===== config.mk =====
export PLATFORM = sky130hd
export DESIGN_NAME = ivf_irq_ctrl
export DESIGN_NICKNAME = d
export VERILOG_FILES = /design/src/ivf_pkg.sv /design/src/ivf_irq_ctrl.sv /design/src/ivf_pin_edge.sv /design/src/ivf_save_buf.sv
export VERILOG_INCLUDE_DIRS = /design/src
export SDC_FILE = /design/constraint.sdc
export NUM_CORES = 1
export LEC_CHECK = 0
export BUFFER_PORTS_ARGS = -buffer_cell sky130_fd_sc_hd__buf_4
export CORE_MARGIN = 8
export CORE_UTILIZATION = 57
export CTS_CLUSTER_DIAMETER = 80
export CTS_CLUSTER_SIZE = 8
export DETAILED_ROUTE_END_ITERATION = 10
export MAX_ROUTING_LAYER = met4
export PLACE_DENSITY_LB_ADDON = 0.2
export SYNTH_ARGS = -nofsm -noshare
export SYNTH_HDL_FRONTEND = slang
export SYNTH_SLANG_ARGS = --single-unit

===== constraint.sdc =====
create_clock -name mclk -period 3.8 [get_ports mclk]
set_input_delay 0.76 -clock mclk [delete_from_list [all_inputs] [get_ports mclk]]
set_output_delay 0.76 -clock mclk [all_outputs]
set_load 0.01 [all_outputs]

===== src/ivf_defines.svh =====
// Purpose: Offsets, field positions, reset values and widths of the irq block
// Assumes: Included by every design file of the block
// Notes: Definitions only
`ifndef IVF_DEFINES_SVH
`define IVF_DEFINES_SVH

// ****************************************
// Register offsets
// ****************************************
`define IVF_ADDR_EDGE 8'hbf
`define IVF_ADDR_REQ 8'hc8
`define IVF_ADDR_EN 8'hc9
`define IVF_ADDR_STACK 8'hdf
`define IVF_ADDR_STAT 8'he8
`define IVF_ADDR_MASK 8'he9

// ****************************************
// Fields and reset values
// ****************************************
`define IVF_BIT_EXT 0
`define IVF_BIT_CAPA 1
`define IVF_BIT_CAPB 2
`define IVF_BIT_TMRA 4
`define IVF_BIT_TMRB 5
`define IVF_BIT_BUS 6
`define IVF_SRC_MASK 8'h77
`define IVF_EDGE_MASK 8'h18
`define IVF_EDGE_LO 3
`define IVF_EDGE_HI 4
`define IVF_GIE_BIT 7
`define IVF_RST_EDGE 8'h10
`define IVF_RST_GIE 1'b0
`define IVF_RST_SP 3'h7
`define IVF_RST_REG 8'h00
`define IVF_RCAUSE_MASK 8'hc0
`define IVF_PIN_IDLE 1'b1

// ****************************************
// Core side
// ****************************************
`define IVF_PC_W 13
`define IVF_VECTOR_ADDR 13'h0008
`define IVF_STACK_DEPTH 8

`endif


===== src/ivf_pkg.sv =====
// Purpose: Types shared by the irq block
// Assumes: ivf_defines.svh on the include path
// Notes: Edge modes use the two-bit select field codes
`include "ivf_defines.svh"

package ivf_pkg;

    // ****************************************
    // Types
    // ****************************************
    typedef enum logic [1:0]
    {
        ivf_edge_rsvd = 2'b00,
        ivf_edge_rise = 2'b01,
        ivf_edge_fall = 2'b10,
        ivf_edge_both = 2'b11
    } ivf_edge_e;

    typedef logic [`IVF_PC_W-1:0] ivf_pc_t;

endpackage


===== src/ivf_irq_ctrl.sv =====
// Purpose: Request flags, enables, global enable and vectoring for the core
// Assumes: mclk at 25 MHz; peripheral events are one-cycle pulses on mclk
// Notes: Register read data stand only in the cycle after the read strobe
//
// How it works
// RULE_01: No vector is taken while the global enable bit is low.
// RULE_02: Taking a vector pushes the return address and loads vector address 8.
// RULE_03: One save slot holds accumulator and flags, reset-cause bits excluded.
// RULE_04: Every selected pin edge sets the pin request flag, enabled or not.
// RULE_05: A vector needs a set flag, its enable bit, and global enable.
// RULE_06: A disabled source still sets its flag but never causes a vector.
// RULE_07: Pin edge during sleep latches its flag; vector follows wakeup at once.
// RULE_08: Edge field bits 4:3: 01 rising, 10 falling, 11 both, 00 reserved.
// RULE_09: First timer overflow sets its request flag regardless of enable.
// RULE_10: Second timer overflow sets its request flag regardless of enable.
// RULE_11: Bus transfer completion sets its request flag regardless of enable.
// RULE_12: First capture stop sets its request flag regardless of enable.
// RULE_13: Vector entry clears global enable; return from service sets it again.
// RULE_14: Software clears request flags; vectoring leaves them untouched.
// RULE_15: Enable and request share bit map 0,1,2,4,5,6; both reset to zero.
// RULE_16: Second capture stop sets its request flag regardless of enable.
// RULE_17: No hardware priority; all sources share one vector.
// RULE_18: A flag set in the same cycle as its clear stays set.
//
// The implementer's own choice: the strobed register port.
`timescale 1ns/10ps
`default_nettype none
`include "ivf_defines.svh"

module ivf_irq_ctrl
    import ivf_pkg::*;
(
    // Clock and reset
    input wire logic mclk,
    input wire logic sys_rst,
    // Register port
    input wire logic [7:0] reg_addr,
    input wire logic [7:0] reg_wdata,
    input wire logic reg_wr,
    input wire logic reg_rd,
    output logic [7:0] reg_rdata,
    // External pin
    input wire logic ext_pin_in,
    // Peripheral events
    input wire logic timer_a_ovf,
    input wire logic timer_b_ovf,
    input wire logic bus_link_done,
    input wire logic capture_a_stop,
    input wire logic capture_b_stop,
    // Core sequencer
    input wire logic core_boundary,
    input wire logic core_sleep,
    input wire logic core_irq_return,
    input wire logic [`IVF_PC_W-1:0] core_ret_pc,
    output logic irq_take,
    output logic [`IVF_PC_W-1:0] pc_load_addr,
    output logic ret_valid,
    output logic [`IVF_PC_W-1:0] ret_addr,
    output logic wake_req,
    // Context save
    input wire logic core_save,
    input wire logic core_restore,
    input wire logic [7:0] core_accum,
    input wire logic [7:0] core_flags,
    output logic [7:0] accum_restore,
    output logic [7:0] flags_restore,
    output logic restore_done,
    // System interrupt
    output logic irq_out
);

    logic [7:0] edge_q, edge_d;
    logic [7:0] req_q, req_d;
    logic [7:0] en_q, en_d;
    logic [7:0] stat_q, stat_d;
    logic [7:0] mask_q, mask_d;
    logic [7:0] rdata_q, rdata_d;
    logic gie_q, gie_d;
    logic [2:0] sp_q, sp_d, sp_up;
    logic take_q, take_d;
    logic retv_q, retv_d;
    logic wake_q, wake_d;
    ivf_pc_t pcl_q, pcl_d;
    ivf_pc_t ret_q, ret_d;
    ivf_pc_t stack_mem [0:`IVF_STACK_DEPTH-1];
    logic ext_trig, ext_change;
    logic pend_any, take_c;
    logic [7:0] evt;

    // ****************************************
    // Helpers
    // ****************************************
    function automatic logic [7:0] src_bits(input logic [7:0] v);
        src_bits = v & `IVF_SRC_MASK;
    endfunction

    function automatic logic sel(input logic [7:0] a, input logic [7:0] b);
        sel = (a == b);
    endfunction

    // ****************************************
    // Pin edge and context buffer
    // ****************************************
    ivf_pin_edge u_pin_edge
    (
        .mclk(mclk),
        .sys_rst(sys_rst),
        .pin_raw(ext_pin_in),
        .edge_sel(edge_q[`IVF_EDGE_HI:`IVF_EDGE_LO]),
        .trig(ext_trig),
        .change(ext_change)
    );

    ivf_save_buf u_save_buf
    (
        .mclk(mclk),
        .sys_rst(sys_rst),
        .save_stb(core_save),
        .restore_stb(core_restore),
        .accum_in(core_accum),
        .flags_in(core_flags),
        .accum_out(accum_restore),
        .flags_out(flags_restore),
        .restore_done(restore_done)
    );

    // ****************************************
    // Events and vector decision
    // ****************************************
    always_comb
    begin
        evt = 8'h00;
        evt[`IVF_BIT_EXT] = ext_trig; // [RULE_04] [RULE_07]
        evt[`IVF_BIT_CAPA] = capture_a_stop; // [RULE_12]
        evt[`IVF_BIT_CAPB] = capture_b_stop; // [RULE_16]
        evt[`IVF_BIT_TMRA] = timer_a_ovf; // [RULE_09]
        evt[`IVF_BIT_TMRB] = timer_b_ovf; // [RULE_10]
        evt[`IVF_BIT_BUS] = bus_link_done; // [RULE_11]
        pend_any = |(req_q & en_q); // [RULE_05] [RULE_06] [RULE_17]
        take_c = core_boundary & ~core_sleep & gie_q & pend_any & ~core_irq_return; // [RULE_01]
        sp_up = 3'(sp_q + 3'd1);
    end

    // ****************************************
    // Register file
    // ****************************************
    always_comb
    begin
        edge_d = edge_q;
        en_d = en_q;
        mask_d = mask_q;
        req_d = req_q;
        gie_d = gie_q;
        sp_d = sp_q;
        if (reg_wr)
        begin
            if (sel(reg_addr, `IVF_ADDR_EDGE))
            begin
                edge_d = reg_wdata & `IVF_EDGE_MASK;
            end
            if (sel(reg_addr, `IVF_ADDR_EN))
            begin
                en_d = src_bits(reg_wdata); // [RULE_15]
            end
            if (sel(reg_addr, `IVF_ADDR_REQ))
            begin
                req_d = src_bits(reg_wdata); // [RULE_15]
            end
            if (sel(reg_addr, `IVF_ADDR_MASK))
            begin
                mask_d = src_bits(reg_wdata);
            end
            if (sel(reg_addr, `IVF_ADDR_STACK))
            begin
                gie_d = reg_wdata[`IVF_GIE_BIT];
                sp_d = reg_wdata[2:0];
            end
        end
        req_d = req_d | evt; // [RULE_18] [RULE_14]
        if (core_irq_return)
        begin
            gie_d = 1'b1; // [RULE_13]
            sp_d = sp_up;
        end
        if (take_c)
        begin
            gie_d = 1'b0; // [RULE_13]
            sp_d = 3'(sp_q - 3'd1); // [RULE_02]
        end
        stat_d = ((reg_rd && sel(reg_addr, `IVF_ADDR_STAT)) ? 8'h00 : stat_q) | evt;
    end

    // ****************************************
    // Read port
    // ****************************************
    always_comb
    begin
        rdata_d = 8'h00;
        if (reg_rd)
        begin
            case (reg_addr)
                `IVF_ADDR_EDGE: rdata_d = edge_q;
                `IVF_ADDR_REQ: rdata_d = req_q;
                `IVF_ADDR_EN: rdata_d = en_q;
                `IVF_ADDR_STACK: rdata_d = {gie_q, 4'h0, sp_q};
                `IVF_ADDR_STAT: rdata_d = stat_q;
                `IVF_ADDR_MASK: rdata_d = mask_q;
                default: rdata_d = 8'h00;
            endcase
        end
    end

    // ****************************************
    // Vector and return
    // ****************************************
    always_comb
    begin
        take_d = take_c;
        pcl_d = take_c ? `IVF_VECTOR_ADDR : pcl_q; // [RULE_02]
        retv_d = core_irq_return;
        ret_d = core_irq_return ? stack_mem[sp_up] : ret_q;
        wake_d = core_sleep & ext_change; // [RULE_07]
    end

    always_ff @(posedge mclk)
    begin
        if (take_c)
        begin
            stack_mem[sp_q] <= core_ret_pc; // [RULE_02]
        end
    end

    always_ff @(posedge mclk or posedge sys_rst)
    begin
        if (sys_rst)
        begin
            edge_q <= `IVF_RST_EDGE;
            req_q <= `IVF_RST_REG;
            en_q <= `IVF_RST_REG;
            stat_q <= `IVF_RST_REG;
            mask_q <= `IVF_RST_REG;
            rdata_q <= `IVF_RST_REG;
            gie_q <= `IVF_RST_GIE;
            sp_q <= `IVF_RST_SP;
            take_q <= 1'b0;
            retv_q <= 1'b0;
            wake_q <= 1'b0;
            pcl_q <= '0;
            ret_q <= '0;
        end
        else
        begin
            edge_q <= edge_d;
            req_q <= req_d;
            en_q <= en_d;
            stat_q <= stat_d;
            mask_q <= mask_d;
            rdata_q <= rdata_d;
            gie_q <= gie_d;
            sp_q <= sp_d;
            take_q <= take_d;
            retv_q <= retv_d;
            wake_q <= wake_d;
            pcl_q <= pcl_d;
            ret_q <= ret_d;
        end
    end

    assign reg_rdata = rdata_q;
    assign irq_take = take_q;
    assign pc_load_addr = pcl_q;
    assign ret_valid = retv_q;
    assign ret_addr = ret_q;
    assign wake_req = wake_q;
    assign irq_out = |(stat_q & mask_q);
endmodule

`default_nettype wire


===== src/ivf_pin_edge.sv =====
// Purpose: Synchronise the external pin and detect the selected edge
// Assumes: Pin is asynchronous to mclk and idles high
// Notes: A change counts once the second and third stages agree
`timescale 1ns/10ps
`default_nettype none
`include "ivf_defines.svh"

module ivf_pin_edge
    import ivf_pkg::*;
(
    // Clock and reset
    input wire logic mclk,
    input wire logic sys_rst,
    // Pin and mode
    input wire logic pin_raw,
    input wire logic [1:0] edge_sel,
    // Detected events
    output logic trig,
    output logic change
);

    logic [2:0] sync_q, sync_d;
    logic level_q, level_d;
    logic trig_q, trig_d;
    logic chg_q, chg_d;
    logic agree, rise, fall;
    ivf_edge_e mode;

    // ****************************************
    // Edge detect
    // ****************************************
    always_comb
    begin
        sync_d = {sync_q[1:0], pin_raw};
        mode = ivf_edge_e'(edge_sel);
        agree = (sync_q[1] == sync_q[2]);
        rise = agree & sync_q[2] & ~level_q;
        fall = agree & ~sync_q[2] & level_q;
        level_d = agree ? sync_q[2] : level_q;
        chg_d = rise | fall;
        case (mode) // [RULE_08]
            ivf_edge_rise: trig_d = rise;
            ivf_edge_fall: trig_d = fall;
            ivf_edge_both: trig_d = rise | fall;
            default: trig_d = 1'b0;
        endcase
    end

    always_ff @(posedge mclk or posedge sys_rst)
    begin
        if (sys_rst)
        begin
            sync_q <= {3{`IVF_PIN_IDLE}};
            level_q <= `IVF_PIN_IDLE;
            trig_q <= 1'b0;
            chg_q <= 1'b0;
        end
        else
        begin
            sync_q <= sync_d;
            level_q <= level_d;
            trig_q <= trig_d;
            chg_q <= chg_d;
        end
    end

    assign trig = trig_q;
    assign change = chg_q;
endmodule

`default_nettype wire


===== src/ivf_save_buf.sv =====
// Purpose: One-level context save buffer for accumulator and flags
// Assumes: Save and restore are one-cycle strobes from the core
// Notes: Reset-cause flag bits always come from the live flags
`timescale 1ns/10ps
`default_nettype none
`include "ivf_defines.svh"

module ivf_save_buf
    import ivf_pkg::*;
(
    // Clock and reset
    input wire logic mclk,
    input wire logic sys_rst,
    // Strobes
    input wire logic save_stb,
    input wire logic restore_stb,
    // Context in
    input wire logic [7:0] accum_in,
    input wire logic [7:0] flags_in,
    // Context out
    output logic [7:0] accum_out,
    output logic [7:0] flags_out,
    output logic restore_done
);

    logic [7:0] abuf_q, abuf_d, fbuf_q, fbuf_d;
    logic [7:0] aout_q, aout_d, fout_q, fout_d;
    logic done_q, done_d;

    // ****************************************
    // Buffer
    // ****************************************
    always_comb
    begin
        abuf_d = save_stb ? accum_in : abuf_q; // [RULE_03]
        fbuf_d = save_stb ? (flags_in & ~`IVF_RCAUSE_MASK) : fbuf_q;
        aout_d = restore_stb ? abuf_q : aout_q;
        fout_d = restore_stb ? ((fbuf_q & ~`IVF_RCAUSE_MASK) | (flags_in & `IVF_RCAUSE_MASK))
            : fout_q; // [RULE_03]
        done_d = restore_stb;
    end

    always_ff @(posedge mclk or posedge sys_rst)
    begin
        if (sys_rst)
        begin
            abuf_q <= `IVF_RST_REG;
            fbuf_q <= `IVF_RST_REG;
            aout_q <= `IVF_RST_REG;
            fout_q <= `IVF_RST_REG;
            done_q <= 1'b0;
        end
        else
        begin
            abuf_q <= abuf_d;
            fbuf_q <= fbuf_d;
            aout_q <= aout_d;
            fout_q <= fout_d;
            done_q <= done_d;
        end
    end

    assign accum_out = aout_q;
    assign flags_out = fout_q;
    assign restore_done = done_q;
endmodule

`default_nettype wire


==> results of run 1 <==
[power by group through the flow]
stage | clock network, W | registers (W) | logic [W]
global placement | 0 | 0.00258 | 0.00148
detailed placement | 0 | 0.00259 | 0.00151
global route | 0.00191 | 0.00256 | 0.00162
CTS | 0.00183 | 0.00255 | 0.00153
floorplan | 0 | 0.00259 | 0.00101
finish | 0.00180 | 0.00254 | 0.00149
[sequential cells by signal, indices dropped and copies added (netlist names)]
signal,count
edge_q,2
en_q,6
gie_q,1
irq_take,1
mask_q,6
pc_load_addr,1
reg_rdata,8
req_q,6
ret_addr,13
ret_valid,1
sp_q,3
stack_mem,104
stat_q,6
u_pin_edge.change,1
u_pin_edge.level_q,1
u_pin_edge.sync_q,3
u_pin_edge.trig,1
u_save_buf.abuf_q,8
u_save_buf.accum_out,8
u_save_buf.fbuf_q,6
u_save_buf.flags_out,8
u_save_buf.restore_done,1
wake_req,1
[final timing paths]
| check | from | endpoint | slack [ns] | depth (start not counted) |
|---|---|---|---|---|
| setup / recovery | sp_q[1] | ret_addr[3] | 1.33 | 6 |
| hold / removal | u_pin_edge.sync_q[0] | u_pin_edge.sync_q[1] | 0.36 | 0 |
| setup reg to reg | sp_q[1] | ret_addr[3] | 1.33 | 6 |
| hold reg to reg | u_pin_edge.sync_q[0] | u_pin_edge.sync_q[1] | 0.36 | 0 |
| max in group asynchronous | sys_rst | edge_q[4] | 2.63 | 3 |
| min in group asynchronous | sys_rst | u_save_buf.flags_out[7] | 0.41 | 2 |
[layout by cell type (no fill, tap or decap), drive strengths merged, types with 3 or more instances in the layout]
master and n:
nor3 3, and3 7, a22o 5, a21o 6, inv 6, buf 117, mux2i 17, nor2b 4
clkinvlp 3, mux4 26, nor2 21, nand3 9, ha 4, nand2 11, dfrtp 84, a21oi 17
bufinv 3, and2 3, nand3b 3, and4 5, conb 12, clkbuf 19, a211o 7, dfstp 8
mux2 52, clkinv 7, nand4 4, o21ai 3, a22oi 8, edfxtp 104
[routing by layer]
| layer | track usage (%) | vias to the layer above | share of wire, % | routed length, µm |
|---|---|---|---|---|
| li1 | - | 2023 | - | - |
| met1 | 23.0 | 2271 | 42 | 6700 |
| met2 | 29.6 | 152 | 49 | 7800 |
| met3 | 5.50 | 23 | 7.1 | 1130 |
| met4 | 6.67 | 0 | 1.6 | 250 |
| met5 | - | - | 0 | 0 |
[critical path: stages (launching register included)]
cell     delay, ns
dfstp_2       0.64
inv_1         0.12
ha_1          0.53
buf_4         0.37
mux4_2        0.36
mux2i_1       0.19
a21oi_1       0.11
[stage by stage]
stage          hold WS, ns  cell area [µm²]  utilization, %  cells
2_1_floorplan        0.345             8040               -    486
3_3_place_gp         0.346             8950            65.0    748
3_5_place_dp         0.348             8950            65.0    748
4_1_cts              0.358             9550            69.3    780
5_1_grt              0.369             9550            69.3    780
6_report             0.358             9550            69.3    780
[area by class of cell]
class                           instances  area [µm²]  area share [%]
Inverter                                6        23.8           0.249
Timing Repair Buffer                  117         891            9.33
Clock inverter                         13         156            1.64
Sequential cell                       196        5440            56.9
Tap cell                              180         225            2.36
Multi-Input combinational cell        249        2380            24.9
Clock buffer                           19         443            4.64
[cell families (layout without fill, tap and decap cells)]
group                      Yosys count  in the layout
other                                1             12
DFF                                196            196
muxes                               95             95
AOI/OAI and AO/OA                   56             56
and+or+nand+nor                     79             79
adders and majority gates            4              4
xor gates and xnor gates             3              3
buffers and inverters               41            155
==> results.json, run 1 <==
{
  "grt_setup_unrepaired": "no",
  "gp_congestion": 0.798,
  "cap_violations": 0,
  "via_per_inst": 5.73,
  "layout.nets": 651,
  "yosys_warnings": 0,
  "nFillCells": 912,
  "vias": 4469,
  "setup_violations": 0,
  "cts.path.max_buffers": 2,
  "synth_compound_area_share_pct": 4.93,
  "cts_tree": "built",
  "wire_per_inst_um": 20.4,
  "p_leak_nw": 3.80,
  "insertion_delay_ns": 0.44,
  "dieArea_um2": 18100,
  "worstPathRequired_ns": 4.09,
  "yosys.area_share.simple_pct": 6.01,
  "syn_avg_cell_area_um2": 16.8,
  "wl_um": 15900,
  "boundaryPins": 115,
  "synth.top_cells.by_count": "104 x edfxtp_1, 84 x dfrtp_1, 46 x mux2_2, 26 x mux4_2, 21 x nor2_1",
  "slew_viol_final": 0,
  "first_global_vias": 4693,
  "yosysUniqueCellTypes": 57,
  "synth_xor_area_share_pct": 0.329,
  "yosysMostFrequentCell": "edfxtp_1",
  "numPortBuffers": 102,
  "ir_drop_uv": 457,
  "comb_power_share_pct": 25.6,
  "diodes": 0,
  "synth_edf_count": 104,
  "power_density_nw_per_um2": 611,
  "yosysSeqAreaShare_pct": 68.0,
  "drive_gt1_share_pct": 42.2,
  "grt_max_degree": 55,
  "cts_buffers": 17,
  "hold_viol_final": 0,
  "intPower_w": 0.00424,
  "ys.flop_type": "edfxtp_1",
  "fmax_ghz": 0.405,
  "synth_top_area_share_pct": 39.1,
  "track_usage_pct": 18.8,
  "finClkSkew_ns": 0.0152,
  "ys_ff_latch": 196,
  "synthAdderAreaFrac_pct": 0.626,
  "hold_class": "flip-flop to flip-flop",
  "fin_tns_setup_ns": 0,
  "initial_core_util_pct": 58.0,
  "cp-end-kind": "flip-flop",
  "ys_top_cells_by_area": "edfxtp_1 39%, dfrtp_1 26%, mux4_2 7.3%, mux2_2 6.5%, dfstp_2 2.6%",
  "synth_top_cell_by_area": "edfxtp_1",
  "cts_max_level": 4,
  "critPathKind": "flip-flop to flip-flop",
  "dp_hpwl_um": 10800,
  "antenna_found_initial": 0,
  "drcViolationCount": 0,
  "row_count": 43,
  "syn_area_um2": 8000,
  "swShare_pct": 27.3,
  "pre_cts_ws_ns": 1.11,
  "seq_power_share_pct": 43.6,
  "first_iter_violations": 333,
  "ant_nets": 0,
  "finalCriticalPeriod_ns": 2.47,
  "core-area_um2": 13800,
  "synthArstFlopShare_pct": 46.9,
  "worstMarginPinSlew_ns": 0.677,
  "power_frac_clock_pct": 30.8,
  "fin_crit_sh_pct": 65.0,
  "outcome": "completed",
  "grt_overflow_total": 0,
  "total_power_w": 0.00583,
  "syn2layout_area_growth_pct": 19.5,
  "first_pass_iters": 5,
  "synth_top_family_by_area": "multiplexers",
  "post_cts_resized": 0,
  "post-route-worst-setup-slack_ns": 1.33,
  "crit_arrival_ns": 2.76,
  "clk_pin_slew_worst_paths_ns": 0.07,
  "grt_first_pass_wirelength_um": 25300,
  "hold_buffers": 0,
  "cts_sinks": 196,
  "power.switching_w": 0.00159,
  "die_x_um": 134,
  "root_buffer": "clkbuf_16",
  "cp_max_fo": 20,
  "synthMuxAreaShare_pct": 17.1,
  "worst_setup_path_start_kind": "flip-flop",
  "die-height_um": 134,
  "syn_inst": 475,
  "relSlewSlack_pct": 54.7,
  "postCtsSetupBuffers": 0
}
No activity file was read; power rests on OpenSTA's default activity.
==> run 2, diff against run 1 <==
--- a/config.mk
+++ b/config.mk
@@ -6,6 +6,7 @@
 export SDC_FILE = /design/constraint.sdc
 export NUM_CORES = 1
 export LEC_CHECK = 0
+export ABC_AREA = 1
 export BUFFER_PORTS_ARGS = -buffer_cell sky130_fd_sc_hd__buf_4
 export CORE_MARGIN = 8
 export CORE_UTILIZATION = 57
==> constraint.sdc (replaced) <==
create_clock -name mclk -period 2.4 [get_ports mclk]
set_input_delay 0.48 -clock mclk [delete_from_list [all_inputs] [get_ports mclk]]
set_output_delay 0.48 -clock mclk [all_outputs]
set_load 0.01 [all_outputs]
==> run 2 against run 1 <==
  * Core utilization up 0.23 points
  * Clock skew fell by 0.0075 ns
  * Final area grew 1.1%
  * Global-route usage rose by 2.8 points
  * Critical path depth is 1 higher
  * Synthesized area rose by 1.5%
  * Clock power is 63% higher
  * Largest cell class unchanged
  * Highest routed layer unchanged
==> results.json, run 2 <==
{
  "syn_area_um2": 8120,
  "r2r_end": "ret_addr[10]",
  "cts_max_level": 4,
  "root_buffer": "clkbuf_16",
  "gp_congestion": 0.865,
  "finClkSkew_ns": 0.00772,
  "hold_viol_final": 0,
  "hold_buffers": 0,
  "cts_buffers": 17,
  "finalCriticalPeriod_ns": 2.02,
  "fin_util_pct": 69.6,
  "yosysSeqAreaShare_pct": 66.9,
  "dieArea_um2": 18300,
  "cp-end-kind": "flip-flop",
  "total_power_w": 0.00837,
  "yosys_warnings": 0,
  "ant_nets": 0,
  "hold_path.startpoint": "ext_pin_in",
  "reg2reg_depth": 7,
  "hold_class": "primary input to flip-flop",
  "ys.flop_type": "edfxtp_1",
  "syn2layout_area_growth_pct": 19.0,
  "ir_drop_uv": 648,
  "first_iter_violations": 439,
  "relSlewSlack_pct": 53.4,
  "synth_edf_count": 104,
  "hold_depth": 1,
  "postCtsSetupBuffers": 0,
  "first_pass_iters": 5,
  "core-area_um2": 13900,
  "via_per_inst": 5.50,
  "boundaryPins": 115,
  "drcViolationCount": 0,
  "synth.top_cells.by_count": "131 x nand2_1, 104 x edfxtp_1, 89 x nor2_1, 84 x dfrtp_1, 80 x o21ai_0",
  "grt_setup_unrepaired": "no",
  "yosysUniqueCellTypes": 35,
  "first_global_vias": 5883,
  "layout_commonest_cell": "nand2_1",
  "antenna_found_initial": 0,
  "grt_max_degree": 56,
  "diodes": 0,
  "synth_top_cell_by_area": "edfxtp_1",
  "ys_top_cells_by_area": "edfxtp_1 38%, dfrtp_1 26%, nand2_1 6.1%, o21ai_0 4.9%, nor2_1 4.1%",
  "cap_violations": 0,
  "cts.path.max_buffers": 2,
  "row_count": 43,
  "slew_viol_final": 0,
  "fmax_ghz": 0.496,
  "worstMarginPinSlew_ns": 0.699,
  "wire_per_inst_um": 17.8,
  "numPortBuffers": 102,
  "top_register": "stack_mem",
  "die_x_um": 135,
  "initial_core_util_pct": 58.5,
  "die-height_um": 135,
  "final_cell_mix": "131 x nand2_1, 121 x buf_4, 104 x edfxtp_1",
  "layout.nets": 924,
  "synthArstFlopShare_pct": 46.9,
  "cts_tree": "built",
  "outcome": "completed",
  "wl_um": 18800,
  "largest_register_ff_count": 104,
  "grt_overflow_total": 0,
  "fin_tns_setup_ns": 0,
  "track_usage_pct": 21.7,
  "dp_hpwl_um": 12800,
  "cts_sinks": 196,
  "critPathKind": "flip-flop to flip-flop",
  "worst_setup_path_start_kind": "flip-flop",
  "clk_pin_slew_worst_paths_ns": 0.06,
  "p_leak_nw": 4.17,
  "power_density_nw_per_um2": 867,
  "setup_violations": 0,
  "post_cts_resized": 0,
  "pre_cts_ws_ns": 0.338,
  "yosysMostFrequentCell": "nand2_1",
  "ff2ff_setup_slack_ns": 0.38,
  "syn_inst": 754,
  "crit_arrival_ns": 2.38,
  "reg2reg_from": "sp_q[0]",
  "post-route-worst-setup-slack_ns": 0.384,
  "insertion_delay_ns": 0.43,
  "fin_crit_sh_pct": 84.0,
  "worstPathRequired_ns": 2.76,
  "syn_avg_cell_area_um2": 10.8,
  "cp_max_fo": 23,
  "grt_first_pass_wirelength_um": 30000,
  "ys_ff_latch": 196,
  "vias": 5795,
  "synth_top_area_share_pct": 38.5,
  "hold_end": "u_pin_edge.sync_q[0]",
  "drive_gt1_share_pct": 22.0
}
-- run 2: cell types whose count changed after synthesis, sizes merged, moves of 26 or more --
cell / before / now
nor2: 21 / 95
mux4: 26 / 0
o21ai: 3 / 91
inv: 6 / 60
nand2: 11 / 141
nand3: 9 / 59
mux2: 52 / 2
-- run 2: cell type report --
cell class | instances | area (µm²)
Clock buffer | 19 | 453
Clock inverter | 13 | 169
Fill cell | 1025 | 4220
Inverter | 60 | 229
Multi-Input combinational cell | 464 | 2240
Sequential cell | 196 | 5440
Tap cell | 180 | 225
Timing Repair Buffer | 121 | 908
-- run 2: worst max path at each step --
stage / startpoint / to / slack, ns
6_report: sp_q[0] / ret_addr[10] / 0.38
5_1_grt: sp_q[0] / ret_addr[8] / 0.23
4_1_cts: sp_q[0] / ret_addr[7] / 0.40
3_5_place_dp: core_sleep / stack_mem[7][11] / 0.34
3_3_place_gp: core_sleep / stack_mem[4][5] / 0.39
2_1_floorplan: sp_q[0] / ret_addr[0] / 0.28
-- run 2: logic make-up after synthesis --
group	synth area share, %
compound gates	9.18
fa+ha+maj	0.616
flops	66.9
xor+xnor	0.216
buf+inv	5.99
simple gates	16.7
mux	0.277
other cells	0.0462
-- run 2: report_power, final --
part / switching (W) / internal, W
Sequential: 0.000143 / 0.00378
Combinational: 0.000915 / 0.000590
Clock: 0.00123 / 0.00171
-- run 2: metal layers --
| layer | track usage [%] | up-vias | wire length [µm] | share of wire (%) |
|---|---|---|---|---|
| met5 | - | - | 0 | 0 |
| met2 | 35.4 | 242 | 9340 | 50 |
| li1 | - | 2731 | - | - |
| met4 | 7.96 | 0 | 346 | 1.8 |
| met1 | 26.0 | 2798 | 7680 | 41 |
| met3 | 4.86 | 24 | 1400 | 7.4 |
-- run 2: worst max-delay path, cell delays in order, from the launching register on --
cell and delay [ns]:
dfstp_2 0.75, inv_2 0.07, ha_1 0.30, buf_4 0.26
o21ai_0 0.14, o22ai_1 0.23, nand2_1 0.11, nand3_1 0.09
-- run 2: per-stage QoR --
step	cells	hold WS, ns	cell area (µm²)
global route	1053	0.146	9660
finish	1053	0.170	9660
global placement	1021	0.349	9040
floorplan	765	0.345	8160
CTS	1053	0.156	9660
detailed placement	1021	0.347	9040
